`src/logic/fscm_pkg.sv`:
```
// Constants, register map and types shared by the flash syscall mailbox.
// Assumes a 32-bit Avalon-MM register bus with byte addresses.
package fscm_pkg;

   // Register byte offsets on the Avalon-MM slave
   localparam int          ADDR_W        = 5;
   localparam logic [4:0]  OFS_LOCK      = 5'h00;
   localparam logic [4:0]  OFS_DATA      = 5'h04;
   localparam logic [4:0]  OFS_NOTIFY    = 5'h08;
   localparam logic [4:0]  OFS_STATUS    = 5'h0c;
   localparam logic [4:0]  OFS_CTRL      = 5'h10;

   // Status and control register bit positions
   localparam int          ST_LOCK       = 0;
   localparam int          ST_BUSY       = 1;
   localparam int          ST_RELEASE    = 2;
   localparam int          ST_NOTIFY     = 3;
   localparam int          ST_RESULT     = 4;
   localparam int          CTRL_PERMIT   = 0;

   // Parameter block field positions
   localparam int          OPC_LSB       = 24;
   localparam int          SKIP_LSB      = 16;
   localparam int          BLOCK_LSB     = 8;
   localparam int          MASK_LSB      = 24;
   localparam int          LOC_LSB       = 8;
   localparam int          SIZE_LSB      = 0;

   // Opcodes and field codes
   localparam logic [7:0]  OP_ERASE_ALL  = 8'h0a;
   localparam logic [7:0]  OP_PROGRAM    = 8'h06;
   localparam logic [7:0]  SIZE_64       = 8'h03;
   localparam logic [7:0]  LOC_LATCH     = 8'h00;

   // Completion codes written back into word 0
   localparam logic [31:0] CODE_OK       = 32'ha000_0000;
   localparam logic [31:0] CODE_FAIL     = 32'hf000_0001;

   // Parameter store: words 0..3 of the block, then two data words
   localparam int          NWORDS        = 6;
   localparam logic [2:0]  IDX_LAST_HDR  = 3'd3;
   localparam logic [2:0]  IDX_LAST      = 3'd5;

   // Reset values
   localparam logic [31:0] DATA_RST      = 32'h0000_0000;
   localparam logic        PERMIT_RST    = 1'b0;

   typedef enum logic [2:0] {
      S_IDLE, S_READ, S_DECODE, S_FLASH, S_WRITE, S_RELEASE
   } fscm_state_t;

endpackage

```
`src/logic/fscm_mem_port.sv`:
```
// Single-word shared memory access port of the mailbox executor.
// Assumes memory answers each held request with a one-cycle mem_ack.
`timescale 1ns/1ns
module fscm_mem_port (
   input  wire logic        clk,
   input  wire logic        rst_n,
   input  wire logic        start,
   input  wire logic        we,
   input  wire logic [31:0] addr,
   input  wire logic [31:0] wdata,
   output logic             done,
   output logic [31:0]      rdata,
   output logic             mem_req,
   output logic             mem_we,
   output logic [31:0]      mem_addr,
   output logic [31:0]      mem_wdata,
   input  wire logic        mem_ack,
   input  wire logic [31:0] mem_rdata
);

   // Request held from start until memory acknowledges
   always_ff @(posedge clk) begin
      if (!rst_n) begin
         mem_req   <= 1'b0;
         mem_we    <= 1'b0;
         mem_addr  <= 32'h0000_0000;
         mem_wdata <= 32'h0000_0000;
      end else if (start && !mem_req) begin
         mem_req   <= 1'b1;
         mem_we    <= we;
         mem_addr  <= addr;
         mem_wdata <= wdata;
      end else if (mem_req && mem_ack) begin
         mem_req   <= 1'b0;
      end
   end

   // Completion pulse and captured read word
   always_ff @(posedge clk) begin
      if (!rst_n) begin
         done  <= 1'b0;
         rdata <= 32'h0000_0000;
      end else begin
         done <= mem_req && mem_ack;
         if (mem_req && mem_ack && !mem_we) begin
            rdata <= mem_rdata;
         end
      end
   end

endmodule

```
`src/logic/fscm_mailbox.sv`:
```
// Flash syscall mailbox: lockable channel, command fetch, flash dispatch.
// Assumes one clock, synchronous memory and flash handshakes, and that the
// requester keeps its own side of the channel protocol.
//
// How it works
// - Erase-all opcode 0x0a in top byte
// - Notify write raises notification toward executor
// - Executor reads block address, then word 0
// - Unknown opcode writes failure code to word 0
// - Erase-all hits code array only
// - Success or failure code written after command
// - Completion fires release trigger and interrupt
// - Program word 0: opcode, skip-check, blocking flags
// - Word 1: interrupt mask, location, size 0x03
// - Word 2 target address, word 3 buffer address
// - Program reads all fields then programs row
`timescale 1ns/1ns
module fscm_mailbox (
   input  wire logic                     clk,
   input  wire logic                     rst_n,
   input  wire logic [fscm_pkg::ADDR_W-1:0] avs_address,
   input  wire logic                     avs_read,
   input  wire logic                     avs_write,
   input  wire logic [31:0]              avs_writedata,
   input  wire logic [3:0]               avs_byteenable,
   output logic [31:0]                   avs_readdata,
   output logic                          avs_waitrequest,
   output logic                          mem_req,
   output logic                          mem_we,
   output logic [31:0]                   mem_addr,
   output logic [31:0]                   mem_wdata,
   input  wire logic                     mem_ack,
   input  wire logic [31:0]              mem_rdata,
   output logic                          fl_req,
   output logic                          fl_erase_all,
   output logic [31:0]                   fl_addr,
   output logic [63:0]                   fl_data,
   output logic                          fl_skip_blank,
   output logic                          fl_blocking,
   output logic [7:0]                    fl_irq_mask,
   input  wire logic                     fl_done,
   input  wire logic                     fl_fail,
   output logic                          main_array_write_permit,
   output logic                          syscall_irq_line,
   output logic                          release_irq_line
);
   import fscm_pkg::*;

   // Byte field of a parameter word
   function automatic logic [7:0] field8(input logic [31:0] w, input int lsb);
      logic [31:0] s;
      s = w >> lsb;
      return s[7:0];
   endfunction

   // Byte address of word idx above a base
   function automatic logic [31:0] word_addr(input logic [31:0] base,
                                             input logic [2:0]  idx);
      return base + {27'h0, idx, 2'b00};
   endfunction

   fscm_state_t       state_q;
   logic [31:0]       par_q [NWORDS];
   logic [2:0]        idx_q;
   logic [31:0]       blk_q;
   logic [31:0]       data_word_q;
   logic              lock_q;
   logic              notify_q;
   logic              release_q;
   logic              ok_q;
   logic              issued_q;
   logic              resp_q;
   logic              permit_q;
   logic              acc_wr;
   logic              rd_first;
   logic              notify_hit;
   logic              release_clr;
   logic              release_fire;
   logic              mem_start;
   logic              mem_done;
   logic [31:0]       mem_rd;
   logic [31:0]       start_addr;
   logic [7:0]        opcode;
   logic [31:0]       rd_value;

   // Avalon-MM slave: one wait cycle, then the access completes
   assign avs_waitrequest = (avs_read || avs_write) && !resp_q;
   assign rd_first        = avs_read && !resp_q;
   assign acc_wr          = avs_write && resp_q;

   always_ff @(posedge clk) begin
      if (!rst_n) begin
         resp_q <= 1'b0;
      end else begin
         resp_q <= (avs_read || avs_write) && !resp_q;
      end
   end

   // Read mux of the register file
   always_comb begin
      rd_value = 32'h0000_0000;
      case (avs_address)
         OFS_LOCK:   rd_value = {31'h0, !lock_q};
         OFS_DATA:   rd_value = data_word_q;
         OFS_STATUS: begin
            rd_value[ST_LOCK]    = lock_q;
            rd_value[ST_BUSY]    = (state_q != S_IDLE);
            rd_value[ST_RELEASE] = release_q;
            rd_value[ST_NOTIFY]  = notify_q;
            rd_value[ST_RESULT]  = ok_q;
         end
         OFS_CTRL:   rd_value = {31'h0, permit_q};
         default:    rd_value = 32'h0000_0000;
      endcase
   end

   // Read data captured in the wait cycle, stands at the completing edge
   always_ff @(posedge clk) begin
      if (!rst_n) begin
         avs_readdata <= 32'h0000_0000;
      end else if (rd_first) begin
         avs_readdata <= rd_value;
      end
   end

   // Channel lock: a read of the lock register acquires it when free
   assign release_fire = (state_q == S_RELEASE);
   always_ff @(posedge clk) begin
      if (!rst_n) begin
         lock_q <= 1'b0;
      end else if (release_fire) begin
         lock_q <= 1'b0;
      end else if (rd_first && avs_address == OFS_LOCK) begin
         lock_q <= 1'b1;
      end
   end

   // Channel data word, byte lanes honoured
   always_ff @(posedge clk) begin
      if (!rst_n) begin
         data_word_q <= DATA_RST;
      end else if (acc_wr && avs_address == OFS_DATA) begin
         for (int b = 0; b < 4; b++) begin
            if (avs_byteenable[b]) begin
               data_word_q[b*8 +: 8] <= avs_writedata[b*8 +: 8];
            end
         end
      end
   end

   // Main array write permit control bit
   always_ff @(posedge clk) begin
      if (!rst_n) begin
         permit_q <= PERMIT_RST;
      end else if (acc_wr && avs_address == OFS_CTRL && avs_byteenable[0]) begin
         permit_q <= avs_writedata[CTRL_PERMIT];
      end
   end
   assign main_array_write_permit = permit_q;

   // Notify trigger: only a locked, idle channel accepts it
   assign notify_hit = acc_wr && avs_address == OFS_NOTIFY && avs_byteenable[0]
                       && avs_writedata[0] && lock_q && state_q == S_IDLE;
   always_ff @(posedge clk) begin
      if (!rst_n) begin
         notify_q <= 1'b0;
      end else if (notify_hit) begin
         notify_q <= 1'b1;
      end else if (state_q == S_IDLE) begin
         notify_q <= 1'b0;
      end
   end
   assign syscall_irq_line = notify_q;

   // Release flag: sticky, write one to clear, a new release wins
   assign release_clr = acc_wr && avs_address == OFS_STATUS && avs_byteenable[0]
                        && avs_writedata[ST_RELEASE];
   always_ff @(posedge clk) begin
      if (!rst_n) begin
         release_q <= 1'b0;
      end else if (release_fire) begin
         release_q <= 1'b1;
      end else if (release_clr) begin
         release_q <= 1'b0;
      end
   end
   assign release_irq_line = release_q;

   // Opcode of the fetched word 0, other bits of the word ignored
   assign opcode = field8(par_q[0], OPC_LSB);

   // Address of the next memory access
   always_comb begin
      if (state_q == S_WRITE) begin
         start_addr = blk_q;
      end else if (idx_q <= IDX_LAST_HDR) begin
         start_addr = word_addr(blk_q, idx_q);
      end else begin
         start_addr = word_addr(par_q[3], idx_q - 3'd4);
      end
   end

   assign mem_start = (state_q == S_READ || state_q == S_WRITE) && !issued_q;

   always_ff @(posedge clk) begin
      if (!rst_n) begin
         issued_q <= 1'b0;
      end else if (mem_done) begin
         issued_q <= 1'b0;
      end else if (mem_start) begin
         issued_q <= 1'b1;
      end
   end

   fscm_mem_port u_mem (
      .clk       (clk),
      .rst_n     (rst_n),
      .start     (mem_start),
      .we        (state_q == S_WRITE),
      .addr      (start_addr),
      .wdata     (ok_q ? CODE_OK : CODE_FAIL),
      .done      (mem_done),
      .rdata     (mem_rd),
      .mem_req   (mem_req),
      .mem_we    (mem_we),
      .mem_addr  (mem_addr),
      .mem_wdata (mem_wdata),
      .mem_ack   (mem_ack),
      .mem_rdata (mem_rdata)
   );

   // Parameter store filled by index
   always_ff @(posedge clk) begin
      if (!rst_n) begin
         for (int i = 0; i < NWORDS; i++) begin
            par_q[i] <= 32'h0000_0000;
         end
      end else if (state_q == S_READ && mem_done) begin
         par_q[idx_q] <= mem_rd;
      end
   end

   // Command sequencer
   always_ff @(posedge clk) begin
      if (!rst_n) begin
         state_q <= S_IDLE;
         idx_q   <= 3'd0;
         blk_q   <= 32'h0000_0000;
         ok_q    <= 1'b0;
      end else begin
         case (state_q)
            S_IDLE: begin
               if (notify_q) begin
                  blk_q   <= data_word_q;
                  idx_q   <= 3'd0;
                  state_q <= S_READ;
               end
            end
            S_READ: begin
               if (mem_done) begin
                  if (idx_q == 3'd0 && field8(mem_rd, OPC_LSB) != OP_PROGRAM) begin
                     state_q <= S_DECODE;
                  end else if (idx_q == IDX_LAST) begin
                     state_q <= S_DECODE;
                  end else begin
                     idx_q <= idx_q + 3'd1;
                  end
               end
            end
            S_DECODE: begin
               ok_q <= 1'b0;
               if (opcode == OP_ERASE_ALL && permit_q) begin
                  state_q <= S_FLASH;
               end else if (opcode == OP_PROGRAM && permit_q
                            && field8(par_q[1], SIZE_LSB) == SIZE_64
                            && field8(par_q[1], LOC_LSB) == LOC_LATCH) begin
                  state_q <= S_FLASH;
               end else begin
                  state_q <= S_WRITE;
               end
            end
            S_FLASH: begin
               if (fl_done) begin
                  ok_q    <= !fl_fail;
                  state_q <= S_WRITE;
               end
            end
            S_WRITE: begin
               if (mem_done) begin
                  state_q <= S_RELEASE;
               end
            end
            S_RELEASE: begin
               state_q <= S_IDLE;
            end
            default: begin
               state_q <= S_IDLE;
            end
         endcase
      end
   end

   // Flash controller request, held until done
   assign fl_req        = (state_q == S_FLASH);
   assign fl_erase_all  = (opcode == OP_ERASE_ALL);
   assign fl_addr       = par_q[2];
   assign fl_data       = {par_q[5], par_q[4]};
   assign fl_skip_blank = field8(par_q[0], SKIP_LSB) != 8'h00;
   assign fl_blocking   = field8(par_q[0], BLOCK_LSB) != 8'h00;
   assign fl_irq_mask   = fl_blocking ? 8'h00 : field8(par_q[1], MASK_LSB);

   // Checks on the sequencer and the bus slave
   notify_fetch_a: assert property (@(posedge clk) disable iff (!rst_n)
      state_q == S_IDLE && notify_q |=> state_q == S_READ && idx_q == 3'd0
      && blk_q == $past(data_word_q))
      else $error("notify did not start a fetch from the data word");

   first_read_a: assert property (@(posedge clk) disable iff (!rst_n)
      $rose(mem_req) && !mem_we && idx_q == 3'd0 |-> mem_addr == blk_q)
      else $error("first fetch not at block address");

   unknown_fail_a: assert property (@(posedge clk) disable iff (!rst_n)
      state_q == S_DECODE && opcode != OP_ERASE_ALL && opcode != OP_PROGRAM
      |=> state_q == S_WRITE && !ok_q)
      else $error("unknown opcode not failed");

   erase_only_a: assert property (@(posedge clk) disable iff (!rst_n)
      fl_req && fl_erase_all |-> par_q[0][31:24] == OP_ERASE_ALL && permit_q)
      else $error("erase request without erase opcode");

   status_code_a: assert property (@(posedge clk) disable iff (!rst_n)
      mem_req && mem_we |-> mem_addr == blk_q
      && mem_wdata == (ok_q ? CODE_OK : CODE_FAIL))
      else $error("wrong status word written");

   flash_result_a: assert property (@(posedge clk) disable iff (!rst_n)
      fl_req && fl_done |=> state_q == S_WRITE && ok_q == !$past(fl_fail))
      else $error("flash result not recorded");

   release_frees_a: assert property (@(posedge clk) disable iff (!rst_n)
      state_q == S_RELEASE |=> !lock_q && release_irq_line && state_q == S_IDLE)
      else $error("release did not free the lock");

   program_fields_a: assert property (@(posedge clk) disable iff (!rst_n)
      fl_req && !fl_erase_all |-> fl_addr == par_q[2]
      && fl_data[31:0] == par_q[4] && par_q[1][7:0] == SIZE_64
      && par_q[1][15:8] == LOC_LATCH && par_q[0][31:24] == OP_PROGRAM && permit_q)
      else $error("program row fields wrong");

   bus_wait_a: assert property (@(posedge clk) disable iff (!rst_n)
      $rose(avs_write) |-> avs_waitrequest ##1 !avs_waitrequest)
      else $error("bus access not answered after one wait cycle");

endmodule

```
`config.mk`:
```
export PLATFORM = sky130hd
export DESIGN_NAME = fscm_mailbox
export DESIGN_NICKNAME = d
export VERILOG_FILES = /design/src/logic/fscm_pkg.sv /design/src/logic/fscm_mem_port.sv /design/src/logic/fscm_mailbox.sv
export SDC_FILE = /design/constraint.sdc
export NUM_CORES = 1
export LEC_CHECK = 0
export ABC_AREA = 1
export BUFFER_PORTS_ARGS = -buffer_cell sky130_fd_sc_hd__buf_2
export CELL_PAD_IN_SITES_DETAIL_PLACEMENT = 2
export CELL_PAD_IN_SITES_GLOBAL_PLACEMENT = 2
export CORE_MARGIN = 5
export CORE_UTILIZATION = 33
export CTS_CLUSTER_SIZE = 10
export DETAILED_ROUTE_END_ITERATION = 7
export GPL_TIMING_DRIVEN = 0
export PLACE_DENSITY_LB_ADDON = 0.1
export SLEW_MARGIN = 15
export SYNTH_ARGS = -nofsm -noshare
export SYNTH_HDL_FRONTEND = slang
export SYNTH_SLANG_ARGS = --single-unit
```
`constraint.sdc`:
```
create_clock -name clk -period 4.5 [get_ports clk]
set_clock_uncertainty 0.15 [all_clocks]
set_input_delay 0.675 -clock clk [delete_from_list [all_inputs] [get_ports clk]]
set_output_delay 0.675 -clock clk [all_outputs]
set_load 0.02 [all_outputs]
```
# Yosys cells after proc, flatten, opt, wreduce, memory -nomap -nowiden
# Memories as Yosys holds them, arrays and structs flattened.
# Cells that the tools add are included.
[word_totals]
register_bits = 208
latch_bits = 0
mem_bits_rw = 192
rom_bits = 0
inputBits = 80
out_inout_bits = 210
word_cells = 140
mem_count = 1
[memory_table]
columns = ["memory", "depth", "width", "read_ports", "rd_ports_with_merged_regs", "wr", "line", "source"]
rows = [
  ["par_q", 6, 32, 6, 0, 6, "fscm_mailbox.sv:63", "logic [31:0] par_q [NWORDS];"],
]
[classes]
addsub = 4
mul = 0
div = 0
n_lt_le_gt_ge = 1
n_eq_ne = 21
shift = 0
mux = 35
bitwise_logic = 1
reduce_logical = 56
[op_table]
columns = ["op", "count"]
rows = [
  ["two-way mux 32 bit", 3],
  ["adder 32 x 5 -> 32 bit", 2],
  ["two-way mux 3 bit", 13],
  ["OR reduction 32 bit", 1],
  ["two-way mux 31 bit", 1],
  ["two-way mux 27 bit", 1],
  ["logical AND 1 bit", 25],
  ["one-hot mux 5 bit (4 select lines)", 1],
  ["nonzero test 8 bit", 2],
  ["one-hot mux 3 bit (5 select lines)", 1],
  ["two-way mux 1 bit", 12],
  ["AND reduction 2 bit", 6],
  ["equality test 5 x 4 -> 1 bit, second input constant", 2],
  ["AND reduction 5 bit", 2],
  ["nonzero test 2 bit", 5],
  ["equality test 3 bit, second input constant", 3],
  ["equality test 8 x 2 -> 1 bit, second input constant", 1],
  ["equality test 8 x 3 -> 1 bit, second input constant", 1],
  ["equality test 8 x 4 -> 1 bit, second input constant", 1],
  ["zero test 8 bit", 1],
  ["two-way mux 8 bit", 1],
  ["!= test 2 bit, second input constant", 4],
  ["!= test 8 x 3 -> 1 bit, second input constant", 1],
  ["equality test 3 x 2 -> 1 bit, second input constant", 2],
  ["other kinds (17)", 26],
]

# Logic depth before layout (Yosys ltp)
# An unclocked memory read counts as a cell.
[depth]
depth_word = 8
ltp_mapped = 14
mapped_depth_nobuf = 14

# Cells and area by module
# From an unflattened synthesis, not the netlist that was laid out.
[unflattened]
hier_cells = 2022
area_unflattened_um2 = 16728.5
[modules_own_cells]
columns = ["mod", "instances", "cells_each", "area_each_um2", "seq_area_each_um2"]
rows = [
  ["fscm_mailbox", 1, 1529, 13097.6, 7467.2],
  ["fscm_mem_port", 1, 493, 3631.0, 1981.9],
]

# Worst setup path after synthesis
# No wires, ideal clock.
[synth_path]
path_type = "register to register"
startpoint = "register idx_q[1]"
endpoint = "memory par_q[4][0], enable pin"
setup_time_ns = 0.466
arrival_ns = 3.225
t_required_ns = 3.884
setup_slack_ns = 0.659
path_stages_with_launch = 4
path_buffers = 0
period_less_slack_ns = 3.841
cell_sequence = "dfxtp_1 > inv_1 > nand3_1 > o21ai_0"
[synth_rtl]
columns = ["item", "line", "source"]
rows = [
  ["start: declaration", "fscm_mailbox.sv:64", "logic [2:0] idx_q;"],
  ["start signal: assignment", "fscm_mailbox.sv:266", "idx_q <= idx_q + 3'd1;"],
  ["end: declaration", "fscm_mailbox.sv:63", ""],
]

==> impl_summary.md <==
Setup path
The kind of start point of the critical path is an input port. The highest-delay cell along the critical path is sky130_fd_sc_hd__nand2_1. In this design, the stage delay of the slowest critical-path cell is 0.94 ns. The critical path class is in2reg.

The cell that appears most often on the critical path is sky130_fd_sc_hd__clkbuf_1. Data on the critical path arrives at its endpoint at 3.12 ns. The required time reported for the critical path endpoint is 4.38 ns. The critical path goes through buf_2 > clkbuf_1 > clkbuf_1 > nand2_1. Of all nets on the critical path, the largest fanout is 24. STA classifies the critical path endpoint as a register.

Timing
For the pin with the worst max-slew slack, the measured transition is 1.15 ns. Derived from the worst setup path, the maximum achievable clock frequency is 309 MHz. The setup TNS after final layout is 0 ns. The final count of pins violating max slew is 0. The normalized max-slew margin is 23.3%. The count of endpoints failing setup in the final report is 0. Of the available clock period, the critical path in the final layout requires 72.0%. The worst hold slack across all endpoints is 0.175 ns. The final count of hold timing violations is 0.

The worst path in the final design needs a cycle of 3.24 ns, including I/O delays and setup. Setup repair after global routing left no endpoint under its margin.

Floorplan
The die covers 0.0519 mm^2. The floorplan row count is 79. From left edge to right edge, the die measures 228 um. The number of ports placed on the die boundary is 290. The effective utilization at floorplan is 33.5%. The die outline height is 228 um. The floorplan step defined a core boundary enclosing 0.0468 mm^2.

CTS
For this design, the sink count on the clock tree is 354. The number of setup buffers added after CTS is 0. The number of buffers created by CTS is 43. CTS placed an instance of sky130_fd_sc_hd__clkbuf_16 at the clock tree root. The clock latency at the later pin of the worst-skew pair is 0.57 ns. TritonCTS built the clock tree.

CTS built an H-tree with a depth of 2. Once the clock tree was built, the resizer swapped 0 gates to a different size. The count of hold buffers inserted by post-cts repair is 0.

The clock transition at the registers of the reported paths is 0.06 ns. Counting along the longest clock path gives a buffer depth of 3.

Drt
The remaining routing DRC violations is 0. The routed via count is 14200. Dividing the detail-routed via count by the number of cells gives 5.10.

The detail route stage leaves a number of antenna-violating nets equal to 0. The routed wire length per instance is 23.1 um. The routed design has 64400 um of wire. The number of DRC violations after detailed-routing iteration 0 is 667. For this run, the detailed router's first-pass iteration total came to 4.

Logic synthesis
The async set or reset register ratio after synthesis is 0%. The post-synthesis register bit count is 354. Synthesis produced 1817 cells.

Of the post-synthesis cell area, the dominant cell type holds 33.7%. The number of enable flip-flop cells after synthesis is 176. Ranked by total cell area, the synthesized netlist is headed by sky130_fd_sc_hd__edfxtp_1 34%, sky130_fd_sc_hd__dfxtp_1 23%, sky130_fd_sc_hd__nand2_1 8.1%.

The summed instance area of the synthesized netlist is 0.0157 mm^2. The most instantiated flip-flop cell in the synthesis netlist is sky130_fd_sc_hd__dfxtp_1. The sequential area share after synthesis is 56.5%. The number of unique standard cell types used by synthesis is 48.

The total number of yosys warnings is 0. The cell accounting for the most synthesized area is sky130_fd_sc_hd__edfxtp_1. The mean area per synthesized cell is 8.62 um^2.

Final layout
The library cell used most frequently in the layout, excluding fill and tap cells, is sky130_fd_sc_hd__nand2_1. The post-route netlist has 19.6% of its cells at a drive strength greater than 1. The area growth from synthesis to layout is 22.4%.

The number of antenna diodes is 0. The filler cells instantiated in the layout total 5331. At the end of the flow the core is filled with cells to 41.0%. The top cell types in the final layout, fill and taps aside, are 334 x sky130_fd_sc_hd__nand2_1, 328 x sky130_fd_sc_hd__nor2_1, 279 x sky130_fd_sc_hd__buf_2, 178 x sky130_fd_sc_hd__dfxtp_1, 176 x sky130_fd_sc_hd__edfxtp_1. The net count of the finished layout is 2242.

Placement
The sum of net half-perimeters after detailed placement is 49600 um. In this run the tool buffered the top-level ports with 259 buffer cells. The final weighted congestion of routability-driven global placement is 0.872.

Global route
The number of antenna violations at the first check in global routing is 1. The first global-routing pass estimated 96000 um of wire. The overall global routing resource usage is 23.9%. The global-route track usage on met2 is 41.1%.

For this run the aggregate overflow at the end of global routing stands at 0. The global routing stage identified its most utilized layer as met2. The met3 track utilization from global routing is 3.23%.

The met1 demand-to-capacity share in global routing is 32.5%. Entering global routing, the biggest net connects 33 pins. The via count of the first global-routing pass is 15400.

Power and ir drop
The peak ir drop on the vdd network is 0.228 mV. The analysis attributes to cell leakage a power of 7.73 nW. The total power consumption of the routed design is 0.00841 W.

The cell area power density is 439 mW/mm^2.

Min path
In this run the worst hold path is classified as in2reg.

Outcome
The flow ran to the end, and the final reports show no timing, DRC or antenna violations.

Flow run
The max-capacitance violation count is 0.
-- through the flow --
stage               instance area [um^2]  cells  setup slack (ns)
CTS                                19200   2785              1.29
finish                             19200   2785              1.26
floorplan                          15800   1843             0.659
global route                       19200   2785              1.11
detailed placement                 17900   2712             0.701
global placement                   17800   2709             -1.48
-- logic make-up (layout without fill, tap and decap cells) --
logic type | Yosys count | after routing | synth area share, %
simple gates | 850 | 850 | 23.1
xor+xnor | 7 | 7 | 0.392
flops | 354 | 354 | 56.5
buf+inv | 266 | 601 | 7.80
other cells | 1 | 27 | 0.0239
fa+ha+maj | 12 | 12 | 1.05
compound gates | 327 | 327 | 11.2
-- registers in the layout, summed over array words and instances (netlist names), 3 cells and up --
register,count
data_word_q,32
blk_q,32
par_q,176
u_mem.mem_addr,32
idx_q,3
state_q,3
u_mem.rdata,32
avs_readdata,32
-- routing by layer --
layer | vias up | wire length (um)
met2 | 281 | 31300
met4 | 2 | 1060
met5 | - | 7
li1 | 6633 | -
met1 | 7226 | 29500
met3 | 56 | 2500
-- final cells by class --
| cell class | count | area, um^2 | share of cell area [%] |
|---|---|---|---|
| Multi-Input combinational cell | 1223 | 5710 | 29.8 |
| Tap cell | 607 | 759 | 3.96 |
| Clock inverter | 6 | 73.8 | 0.385 |
| Sequential cell | 354 | 8850 | 46.2 |
| Clock buffer | 67 | 1200 | 6.24 |
| Inverter | 158 | 596 | 3.11 |
| Timing Repair Buffer | 262 | 1360 | 7.08 |
| Buffer | 108 | 626 | 3.26 |
-- cells in the mapped netlist (5+ instances only) --
master                     instances
sky130_fd_sc_hd__or2_2             7
sky130_fd_sc_hd__nand2_4           5
sky130_fd_sc_hd__ha_1             10
sky130_fd_sc_hd__o211ai_1         15
sky130_fd_sc_hd__nand4_1           8
sky130_fd_sc_hd__a21oi_1         158
sky130_fd_sc_hd__buf_4            30
sky130_fd_sc_hd__inv_1           147
sky130_fd_sc_hd__buf_2            20
sky130_fd_sc_hd__nor2_4            9
sky130_fd_sc_hd__nor4_1            7
sky130_fd_sc_hd__nor2_2            9
sky130_fd_sc_hd__nand2_1         336
sky130_fd_sc_hd__clkbuf_1         46
sky130_fd_sc_hd__buf_6            11
sky130_fd_sc_hd__dfxtp_1         178
sky130_fd_sc_hd__inv_2             9
sky130_fd_sc_hd__xor2_1            6
sky130_fd_sc_hd__o21ai_0         126
sky130_fd_sc_hd__edfxtp_1        176
sky130_fd_sc_hd__nor2_1          328
sky130_fd_sc_hd__nor3_1           12
sky130_fd_sc_hd__nand3_1         115
-- critical path, delay by kind of cell --
kind | cells | cell delay (ns)
AND/OR/NAND/NOR | 1 | 0.94
buffers and inverters | 3 | 1.49
-- report_power, final --
part	total [W]	internal (W)	switching (W)
clock	0.00328	0.00188	0.00140
combinational	0.00126	0.000370	0.000887
sequential	0.00388	0.00365	0.000226
total	0.00841	0.00590	0.00251
-- path summary, 6_finish.rpt --
check,from,to,slack [ns],depth (start not counted)
hold / removal,mem_rdata[21],u_mem.rdata[21],0.18,3
setup / recovery,rst_n,par_q[1][8],1.26,4
setup reg to reg,state_q[0],par_q[1][8],1.43,11
hold reg to reg,u_mem.mem_addr[31],u_mem.mem_addr[31],0.31,2
Note: power is estimated with default switching activity, not from simulation.
